### src/ewc_consts.svh
// Constant definitions for the command decoder for writes to one-time-programmable memory.
`ifndef EWC_CONSTS_SVH
`define EWC_CONSTS_SVH
// Setup packet framing.
`define EWC_REQ_TYPE_VENDOR_OUT 8'h40
`define EWC_WLENGTH_NONE        16'h0000
// Low byte of the value field, write command.
`define EWC_WR_OP_HI            7:4
`define EWC_WR_OP_CODE          4'hc
`define EWC_WR_ZERO_VERIFY      3
`define EWC_WR_ONE_BIT          2
`define EWC_WR_ZERO_BIT         1
`define EWC_IMMEDIATE           0
// High byte of the value field, write command.
`define EWC_HB_CRC_TYPE         5
`define EWC_HB_CLEAR_ON_ERR     3
`define EWC_HB_RESULT_INHIBIT   1
`define EWC_HB_ALLOWED          8'h2a
// Register offsets.
`define EWC_OFS_CTRL            8'h00
`define EWC_OFS_STATUS          8'h04
`define EWC_OFS_CRC             8'h08
`define EWC_OFS_COUNT           8'h0c
// Control and status bit positions.
`define EWC_CTRL_COMPAT         0
`define EWC_CTRL_CLR_STICKY     1
`define EWC_ST_REJECT           0
`define EWC_ST_VERIFY_FAIL      1
`define EWC_ST_BUSY             2
`define EWC_ST_HEAD_VALID       3
`define EWC_ST_TAIL_VALID       4
// Initial CRC values and 16-bit constants.
`define EWC_CRC8_INIT           8'h00
`define EWC_CRC16_INIT          16'h0000
`define EWC_ZERO16              16'h0000
`define EWC_ONE16               16'h0001
`endif

### src/ewc_pkg.sv
// Types shared by the command decoder for writes to one-time-programmable memory.
package ewc_pkg;
  // One control setup packet as seen by the decoder.
  typedef struct packed {
    logic [7:0]  req_type;    // Request type byte.
    logic [7:0]  request;     // Request code byte.
    logic [15:0] value;       // Value field.
    logic [15:0] index;       // Index field.
    logic [15:0] length;      // Data stage length.
  } ewc_setup_type;
  // Kind of command handed to the bus engine.
  typedef enum logic [0:0] {
    EWC_KIND_WRITE = 1'b0,    // Memory write with read-back verify.
    EWC_KIND_PAGE  = 1'b1     // Page read with CRC.
  } ewc_kind_type;
  // Decoded command record.
  typedef struct packed {
    ewc_kind_type kind;              // Command kind.
    logic         crc_type_select;   // High for the 16-bit CRC.
    logic         zero_verify;       // Compare zero bits only.
    logic         execute_immediately; // Run at once.
    logic         clear_on_error;    // Flush on error.
    logic         result_inhibit;    // Suppress result report.
    logic         secure_token_compat; // Token register and buffer access.
    logic [15:0]  byte_count;        // Bytes to move.
  } ewc_cmd_type;
  // Progress of the command being run.
  typedef enum logic [1:0] {
    EWC_IDLE = 2'b00,         // Waiting for a command.
    EWC_RUN  = 2'b01,         // Bytes in flight.
    EWC_DONE = 2'b11          // Reporting the result.
  } ewc_state_type;
  // All state of the decoder.
  typedef struct packed {
    ewc_cmd_type   head;      // Buffer entry toward the engine.
    ewc_cmd_type   tail;      // Second buffer entry.
    logic          head_v;    // Head entry valid.
    logic          tail_v;    // Tail entry valid.
    logic          ready;     // Room for a setup packet.
    ewc_state_type st;        // Run state.
    ewc_cmd_type   act;       // Command being run.
    logic [15:0]   left;      // Bytes still to check.
    logic [15:0]   crc;       // Running CRC.
    logic          fail;      // Verify mismatch in this command.
    logic          reject;    // Sticky malformed packet.
    logic          vfail;     // Sticky verify failure.
    logic          compat;    // Token compatibility control.
    logic [15:0]   count;     // Accepted commands.
    logic [31:0]   rdata;     // Read data.
    logic          res_v;     // Result pulse.
    logic          res_fail;  // Result verify outcome.
    logic          bad;       // Reject pulse.
  } ewc_state_rec_type;
endpackage

### src/ewc_decoder.sv
// Decoder of the memory-write control request, with read-back verify and CRC.
//
// Behaviour
// - CRC flag picks 16-bit, else 8-bit CRC
// - Zero-verify compares only bits written as zero
// - Low value byte holds opcode and flags
// - High index byte is count high byte
// - Low index byte is count low byte
// - Page read serves token registers when compat
//
// Packets queue in a two-entry buffer.
// Commands leave for the engine in order.
// Read-back bytes are checked and summed.
// Malformed packets are dropped and flagged.
// The CRC width and verify mode come
// from each command's own flags.
`timescale 1ns/1ps
`default_nettype none
`include "ewc_consts.svh"

module ewc_decoder #(
  parameter logic [7:0]  COMM_REQ_CODE  = 8'h01,  // Request code of communication_request.
  parameter logic [3:0]  PAGE_OP_CODE   = 4'h0,   // Opcode nibble of the page read.
  parameter logic [7:0]  CRC8_POLY      = 8'h8c,  // Reflected 8-bit polynomial.
  parameter logic [15:0] CRC16_POLY     = 16'ha001 // Reflected 16-bit polynomial.
) (
  // Clock and reset.
  input  wire logic                  ref_clk_i,
  input  wire logic                  sys_rst_i,
  // Setup packets from the USB side.
  // The packet must hold while valid waits.
  input  wire logic                  setup_valid_i,
  input  wire ewc_pkg::ewc_setup_type setup_i,
  output var  logic                  setup_ready_o,
  output var  logic                  reject_o,
  // Commands toward the bus engine.
  // A command stands until cmd_ready_i.
  output var  logic                  cmd_valid_o,
  output var  ewc_pkg::ewc_cmd_type  cmd_o,
  input  wire logic                  cmd_ready_i,
  // Bytes read back by the bus engine.
  // Data count only with rb_valid_i high.
  input  wire logic                  rb_valid_i,
  input  wire logic [7:0]            rb_written_i,
  input  wire logic [7:0]            rb_read_i,
  // Result of the command.
  // The pulse is kept back on request.
  output var  logic                  result_valid_o,
  output var  logic                  result_fail_o,
  output var  logic [15:0]           result_crc_o,
  // Register port.
  // Read data come one cycle later.
  input  wire logic [7:0]            reg_addr_i,
  input  wire logic [31:0]           reg_wdata_i,
  input  wire logic                  reg_write_i,
  input  wire logic                  reg_read_i,
  output var  logic [31:0]           reg_rdata_o
);

  ////////////////////////////////////////////////////////////////////////////
  // Functions.

  // Both CRCs run reflected and shift right.
  // Each loop unrolls into a small xor tree.
  // Every command starts its CRC from zero.
  // The 8-bit CRC sits in the low byte.
  // Its high byte stays zero for software.

  // Advances the 8-bit CRC over one byte, low bit first.
  function automatic logic [7:0] crc8_step(input logic [7:0] c, input logic [7:0] b);
    logic [7:0] r;
    r = c ^ b;
    for (int i = 0; i < 8; i++) begin
      r = r[0] ? ((r >> 1) ^ CRC8_POLY) : (r >> 1);
    end
    return r;
  endfunction

  // Advances the 16-bit CRC over one byte, low bit first.
  function automatic logic [15:0] crc16_step(input logic [15:0] c, input logic [7:0] b);
    logic [15:0] r;
    r = c ^ {8'h00, b};
    for (int i = 0; i < 8; i++) begin
      r = r[0] ? ((r >> 1) ^ CRC16_POLY) : (r >> 1);
    end
    return r;
  endfunction

  // Flags a read-back mismatch; in zero mode bits written as one are ignored.
  // Cells that can only be cleared may read
  // zero where one was written; not an error.
  function automatic logic verify_bad(input logic zero_only, input logic [7:0] w,
                                      input logic [7:0] r);
    logic [7:0] m;
    m = zero_only ? ~w : 8'hff;
    return ((w ^ r) & m) != 8'h00;
  endfunction

  ////////////////////////////////////////////////////////////////////////////
  // State.

  // All registers live in one record, so
  // reset covers every field of state.
  // Next values build on a copy of the
  // registered record, field by field.
  // The helpers below hold no state.

  ewc_pkg::ewc_state_rec_type s_q;  // Registered state.
  ewc_pkg::ewc_state_rec_type s_d;  // Next state.
  ewc_pkg::ewc_cmd_type       dec;  // Decoded packet.
  logic                       ok;   // Packet is a well-formed command.
  logic                       push; // Packet taken this cycle.
  logic                       pop;  // Command handed out this cycle.
  logic                       bad;  // Read-back mismatch this cycle.
  logic [7:0]                 lo;   // Low value byte.
  logic [7:0]                 hi;   // High value byte.

  ////////////////////////////////////////////////////////////////////////////
  // Next-state logic.

  // A packet taken at an edge shows as a reject,
  // or as a command if it enters the head, one cycle later.
  // A pop while idle loads the checker.
  // The checker counts the read-back bytes,
  // spends one cycle done, then pulses.
  // A pop while busy goes unchecked, so
  // the engine waits for the result.
  // The result flags hold until the
  // next command reaches its end.
  // Decodes the packet, runs the buffer, the checker and the registers.
  always_comb begin
    s_d  = s_q;
    lo   = setup_i.value[7:0];
    hi   = setup_i.value[15:8];
    dec  = '0;
    // Flags come from fixed field positions.
    dec.crc_type_select     = hi[`EWC_HB_CRC_TYPE];
    dec.clear_on_error      = hi[`EWC_HB_CLEAR_ON_ERR];
    dec.result_inhibit      = hi[`EWC_HB_RESULT_INHIBIT];
    dec.zero_verify         = lo[`EWC_WR_ZERO_VERIFY];
    dec.execute_immediately = lo[`EWC_IMMEDIATE];
    dec.byte_count          = {setup_i.index[15:8], setup_i.index[7:0]};
    // A vendor request with no data stage is the only framing taken.
    ok = (setup_i.req_type == `EWC_REQ_TYPE_VENDOR_OUT) &&
         (setup_i.request == COMM_REQ_CODE) &&
         (setup_i.length == `EWC_WLENGTH_NONE);
    // The opcode nibble picks the kind.
    // Any other nibble is malformed.
    if (lo[`EWC_WR_OP_HI] == `EWC_WR_OP_CODE) begin
      // Write command: fixed bits and reserved high bits must match.
      dec.kind = ewc_pkg::EWC_KIND_WRITE;
      ok = ok && lo[`EWC_WR_ONE_BIT] && !lo[`EWC_WR_ZERO_BIT] &&
           ((hi & ~`EWC_HB_ALLOWED) == 8'h00);
    end else if (lo[`EWC_WR_OP_HI] == PAGE_OP_CODE) begin
      // Page read: token access rides on the compatibility control.
      dec.kind = ewc_pkg::EWC_KIND_PAGE;
      dec.secure_token_compat = s_q.compat;
    end else begin
      ok = 1'b0;
    end
    // Packets enter only while the tail is free.
    push = setup_valid_i && s_q.ready;
    pop  = s_q.head_v && cmd_ready_i;
    // Two-entry buffer: pop shifts the tail forward, push fills the first hole.
    if (pop) begin
      s_d.head   = s_q.tail;
      s_d.head_v = s_q.tail_v;
      s_d.tail_v = 1'b0;
    end
    // A new entry fills the head if empty,
    // else the tail, so order is kept.
    if (push && ok) begin
      if (!s_d.head_v) begin
        s_d.head   = dec;
        s_d.head_v = 1'b1;
      end else begin
        s_d.tail   = dec;
        s_d.tail_v = 1'b1;
      end
      s_d.count = s_q.count + `EWC_ONE16;
    end
    // Ready follows the next tail state.
    // A pop frees room for the next cycle.
    s_d.ready = !s_d.tail_v;
    // Reject and result are one-cycle pulses.
    s_d.bad   = push && !ok;
    s_d.res_v = 1'b0;
    // Mismatch of the byte now on the port.
    bad = verify_bad(s_q.act.zero_verify, rb_written_i, rb_read_i);
    // Only write commands can fail.
    // Run state: one command checked at a time.
    unique case (s_q.st)
      ewc_pkg::EWC_IDLE: begin
        // Load only as the head leaves.
        if (pop) begin
          s_d.act  = s_q.head;
          s_d.left = s_q.head.byte_count;
          s_d.fail = 1'b0;
          s_d.crc  = s_q.head.crc_type_select ? `EWC_CRC16_INIT
                                              : {8'h00, `EWC_CRC8_INIT};
          s_d.st   = ewc_pkg::EWC_RUN;
        end
      end
      ewc_pkg::EWC_RUN: begin
        // No bytes left ends the command.
        if (s_q.left == `EWC_ZERO16) begin
          s_d.st = ewc_pkg::EWC_DONE;
        end else if (rb_valid_i) begin
          // Each read-back byte advances the CRC of the chosen width.
          if (s_q.act.crc_type_select) begin
            s_d.crc = crc16_step(s_q.crc, rb_read_i);
          end else begin
            s_d.crc = {8'h00, crc8_step(s_q.crc[7:0], rb_read_i)};
          end
          // Page reads count but never fail.
          s_d.left = s_q.left - `EWC_ONE16;
          if ((s_q.act.kind == ewc_pkg::EWC_KIND_WRITE) && bad) begin
            s_d.fail = 1'b1;
            if (s_q.act.clear_on_error) begin
              s_d.st = ewc_pkg::EWC_DONE;
            end
          end
        end
      end
      ewc_pkg::EWC_DONE: begin
        // The report is kept back when the command asks for silence.
        s_d.res_v    = !s_q.act.result_inhibit;
        s_d.res_fail = s_q.fail;
        s_d.st       = ewc_pkg::EWC_IDLE;
      end
      default: begin
        // The unused code goes back to idle.
        s_d.st = ewc_pkg::EWC_IDLE;
      end
    endcase
    // Sticky status: hardware set wins over a software clear.
    // Clears come first and sets after,
    // so no event is lost to a clear.
    if (reg_write_i && (reg_addr_i == `EWC_OFS_CTRL)) begin
      // The compat control takes effect next cycle.
      s_d.compat = reg_wdata_i[`EWC_CTRL_COMPAT];
      if (reg_wdata_i[`EWC_CTRL_CLR_STICKY]) begin
        s_d.reject = 1'b0;
        s_d.vfail  = 1'b0;
      end
    end
    if (push && !ok) begin
      s_d.reject = 1'b1;
    end
    // A failed command sets the sticky flag.
    if ((s_q.st == ewc_pkg::EWC_DONE) && s_q.fail) begin
      s_d.vfail = 1'b1;
    end
    // Read data stand only in the cycle after the strobe.
    // Unmapped offsets read as zero.
    s_d.rdata = 32'h0000_0000;
    if (reg_read_i) begin
      unique case (reg_addr_i)
        `EWC_OFS_CTRL:   s_d.rdata[`EWC_CTRL_COMPAT] = s_q.compat;
        `EWC_OFS_STATUS: begin
          s_d.rdata[`EWC_ST_REJECT]      = s_q.reject;
          s_d.rdata[`EWC_ST_VERIFY_FAIL] = s_q.vfail;
          s_d.rdata[`EWC_ST_BUSY]        = s_q.st != ewc_pkg::EWC_IDLE;
          s_d.rdata[`EWC_ST_HEAD_VALID]  = s_q.head_v;
          s_d.rdata[`EWC_ST_TAIL_VALID]  = s_q.tail_v;
        end
        `EWC_OFS_CRC:    s_d.rdata[15:0] = s_q.crc;
        `EWC_OFS_COUNT:  s_d.rdata[15:0] = s_q.count;
        default:         s_d.rdata = 32'h0000_0000;
      endcase
    end
  end

  ////////////////////////////////////////////////////////////////////////////
  // State register.

  // Registers all state; reset empties the buffer and idles the checker.
  // Reset is synchronous; the buffer is
  // ready at the first edge after release.
  always_ff @(posedge ref_clk_i) begin
    if (sys_rst_i) begin
      s_q       <= '0;
      s_q.ready <= 1'b1;
      s_q.st    <= ewc_pkg::EWC_IDLE;
    end else begin
      s_q <= s_d;
    end
  end

  ////////////////////////////////////////////////////////////////////////////
  // Outputs, each straight from the state register.

  // No logic follows the register, so
  // outputs are glitch-free at the pins.

  assign setup_ready_o  = s_q.ready;
  assign reject_o       = s_q.bad;
  assign cmd_valid_o    = s_q.head_v;
  assign cmd_o          = s_q.head;
  assign result_valid_o = s_q.res_v;
  assign result_fail_o  = s_q.res_fail;
  assign result_crc_o   = s_q.crc;
  assign reg_rdata_o    = s_q.rdata;

endmodule // ewc_decoder
`default_nettype wire

### config.mk
export PLATFORM = sky130hd
export DESIGN_NAME = ewc_decoder
export DESIGN_NICKNAME = d
export VERILOG_FILES = /design/src/ewc_pkg.sv /design/src/ewc_decoder.sv
export VERILOG_INCLUDE_DIRS = /design/src
export SDC_FILE = /design/constraint.sdc
export NUM_CORES = 1
export LEC_CHECK = 0
export BUFFER_PORTS_ARGS = -buffer_cell sky130_fd_sc_hd__clkbuf_2
export CORE_MARGIN = 2
export CORE_UTILIZATION = 53
export CTS_BUF_LIST = sky130_fd_sc_hd__clkbuf_8
export DETAILED_ROUTE_END_ITERATION = 7
export HOLD_SLACK_MARGIN = 0.1
export PLACE_DENSITY = 0.82
export SETUP_SLACK_MARGIN = 0.02
export SLEW_MARGIN = 10
export SYNTH_ARGS = -nofsm -noshare
export SYNTH_HDL_FRONTEND = slang
export SYNTH_SLANG_ARGS = --single-unit
### constraint.sdc
create_clock -name ref_clk_i -period 2.84 [get_ports ref_clk_i]
set_clock_uncertainty 0.15 [all_clocks]
set_input_delay 0.142 -clock ref_clk_i [delete_from_list [all_inputs] [get_ports ref_clk_i]]
set_output_delay 0.142 -clock ref_clk_i [all_outputs]
set_load 0.01 [all_outputs]
==> qor.txt <==
Synth-to-Final Area Change = 21.6%
cts bufs inserted = 17
Leak = 3.09 nW
Final #Nets = 1043
clock latency on the worst-skew pair = 0.46 ns
total power = 3.96 mW
H-tree Lvls = 4
Peak VDD IR = 372 uV
Detail Route Antenna Nets = 0
maxcap violations = 0
Slew HR = 50.6%
Vias/cell = 5.75
final WL = 17500 um
CTS tree = yes
Routability Congestion = 0.928
mean routed wirelength per cell = 16.3 um
met1 usage = 33.2%
origin of the critical flop-to-flop path = result_crc_o[5]
largest net degree at the start of global routing = 48
Slew Viols, Final = 0
fin crit share = 93.0%
CP arrival = 2.85 ns
n_diodes = 0
Post-synth ARST share = 0%
Slew @ Worst Pin = 0.739 ns
reg2reg setup slack = 0.45 ns
first-pass GRT wire length = 28300 um
Die Footprint = 13000 um2
post-synthesis sequential area ratio = 39.5%
Hold Fails Final Rpt = 0
CTS Hold Bufs = 43
die extent in x = 114 um
met2 Use GR = 45.7%
Post-Syn Instances = 777
initial antenna violation count = 0
Initial DRC Count = 563
CP peak stage delay = 0.56 ns
setup_tns = 0 ns
M3 GR Usage = 6.78%
Worst path top cell family by delay = simple AND/OR/NAND/NOR gates
EDFF count, synth = 0
Clock Pin Slew Worst Setup and Hold Paths = 0.07 ns
DRT Pass-1 Iters = 6
Max Clk Rate = 379 MHz
Tightest Hold Check Type = in2reg
area leader, netlist = dfxtp_1
Critical R2R Capture = result_crc_o[0]
Critical-path top delay cell = or4_1
crit-path cells = dlygate4sd3_1 > clkbuf_2 > nor4b_1 > nand4_1 > or4_1 > nand2b_1 > buf_12 > a311oi_1
Tot GR Track Use = 27.5%
setup violators final = 0
pre-CTS WS = 0.194 ns
top cell type's share of synthesized area = 39.5%
final worst slack = 0.199 ns
die boundary height = 114 um
core area = 11900 um2
total gr overflow = 0
critical hold path startpoint = rb_read_i[4]
GR peak layer = met2
Critical Path End Type = flip-flop
count leader, synth = dfxtp_1
RSZ-0062 raised after global routing = no
Tmin final = 2.64 ns
Max clock buf depth = 2
post-DP HPWL = 11700 um
Netlist cell types = 58
fin util = 65.7%
top post-synthesis cells by area = dfxtp_1 39%, buf_4 8.4%, nor2_1 6.4%, xnor2_1 4.1%, nand2_1 3.9%
clock net sink count = 127
type of origin of the critical path = input port
Yosys reg bits = 127
Initial Util = 54.0%
residual DRC count = 0
hold endpoint = result_crc_o[11]
PwrDens = 506 nW/um2
hold_ws = 0.191 ns
Placement Rows = 40
Top Ports = 203
number of global-route vias before repair = 5936
Top FF cell, synth = dfxtp_1
via count = 6165
status = completed
Post-synth top cells = 127 x dfxtp_1, 109 x nor2_1, 72 x buf_4
worst hold path depth = 5
Syn. warnings = 0
Setup CP Type = in2reg
post-synthesis area per instance = 8.28 um2
crit-path max FO = 34
Critical Path Source = setup_i[51]
share of cells above drive strength 1 = 23.9%
Cell Area, Synth = 6440 um2
R2R cell count = 6
IO Port Bufs = 156
# resized after CTS = 0
worst path bufs/invs = 3
Post-CTS Setup Repair Bufs = 0
CP required = 3.05 ns
clock root buffer = clkbuf_8
==> per-layer routing <==
layer / part of all wire [%] / wire [um]
met1: 40 / 7100
met2: 48 / 8480
met3: 7.6 / 1340
met4: 3.5 / 611
met5: 0 / 0
==> area by class of cell <==
cell class | count | area (um2)
well taps | 147 | 184
flip-flops and latches | 127 | 2540
repair buffers | 220 | 1400
clock inverters | 15 | 241
multi-input cells | 527 | 3150
fillers | 957 | 4080
clock buffers | 17 | 234
inverters | 20 | 75.1
==> how the worst max path moves through the flow <==
| stage | to | slack, ns | cells after the start |
|---|---|---|---|
| 2_1_floorplan | s_q[50] | 0.58 | 7 |
| 4_1_cts | cmd_o[9] | 0.25 | 8 |
| 6_report | cmd_o[9] | 0.20 | 8 |
| 3_5_place_dp | cmd_o[9] | 0.19 | 7 |
| 3_3_place_gp | cmd_o[9] | 0.25 | 7 |
| 5_1_grt | cmd_o[9] | 0.02 | 8 |
==> worst reg2reg max path: stages (launching register included) <==
cell and delay, ns:
dfxtp_1 0.42, xor2_1 0.33, xnor2_1 0.22, xnor2_1 0.46, xnor3_1 0.41, mux2i_1 0.17
o32ai_1 0.09
==> registers in the layout, indices dropped and copies added, names as in the netlist <==
name / flops
cmd_valid_o: 1
setup_ready_o: 1
reject_o: 1
result_crc_o: 16
result_valid_o: 1
s_q: 67
cmd_o: 23
result_fail_o: 1
reg_rdata_o: 16
==> cell usage in the layout, fill, tap and decap left out, drive strengths merged, types with 4 or more instances in the layout <==
cell	count
xnor2	31
mux2i	24
a22oi	20
xor2	14
dfxtp	127
a311oi	23
a31oi	5
a32oi	4
nand3	45
conb	16
o21ai	18
dlygate4sd3	43
clkinv	6
a21oi	39
nor2	110
bufinv	6
nor4	16
nand2	67
nand2b	5
nand4	4
buf	22
inv	21
o2bb2ai	4
nor3	23
a221oi	7
clkbuf	172
==> stage by stage <==
stage / cells / cell area (um2)
2_1_floorplan: 792 / 6490
3_3_place_gp: 998 / 6920
3_5_place_dp: 998 / 6920
4_1_cts: 1073 / 7830
5_1_grt: 1073 / 7830
6_report: 1073 / 7830
==> logic make-up after synthesis <==
group | count (synthesis) | synth area share (%)
and+or+nand+nor | 295 | 21.2
AOI/OAI and AO/OA | 138 | 14.7
buffers and inverters | 138 | 12.4
DFF | 127 | 39.5
xor gates and xnor gates | 47 | 6.94
muxes | 28 | 4.61
adders and majority gates | 3 | 0.583
other | 1 | 0.0583
==> report_power, final <==
group          internal, mW  switching [mW]  leakage [nW]  total (mW)
sequential             1.78        0.000713          1.02        1.78
combinational         0.145           0.154          1.84       0.299
clock                  1.13           0.753         0.236        1.88
total                  3.06           0.908          3.09        3.96
No activity file was read; power rests on OpenSTA's default activity.
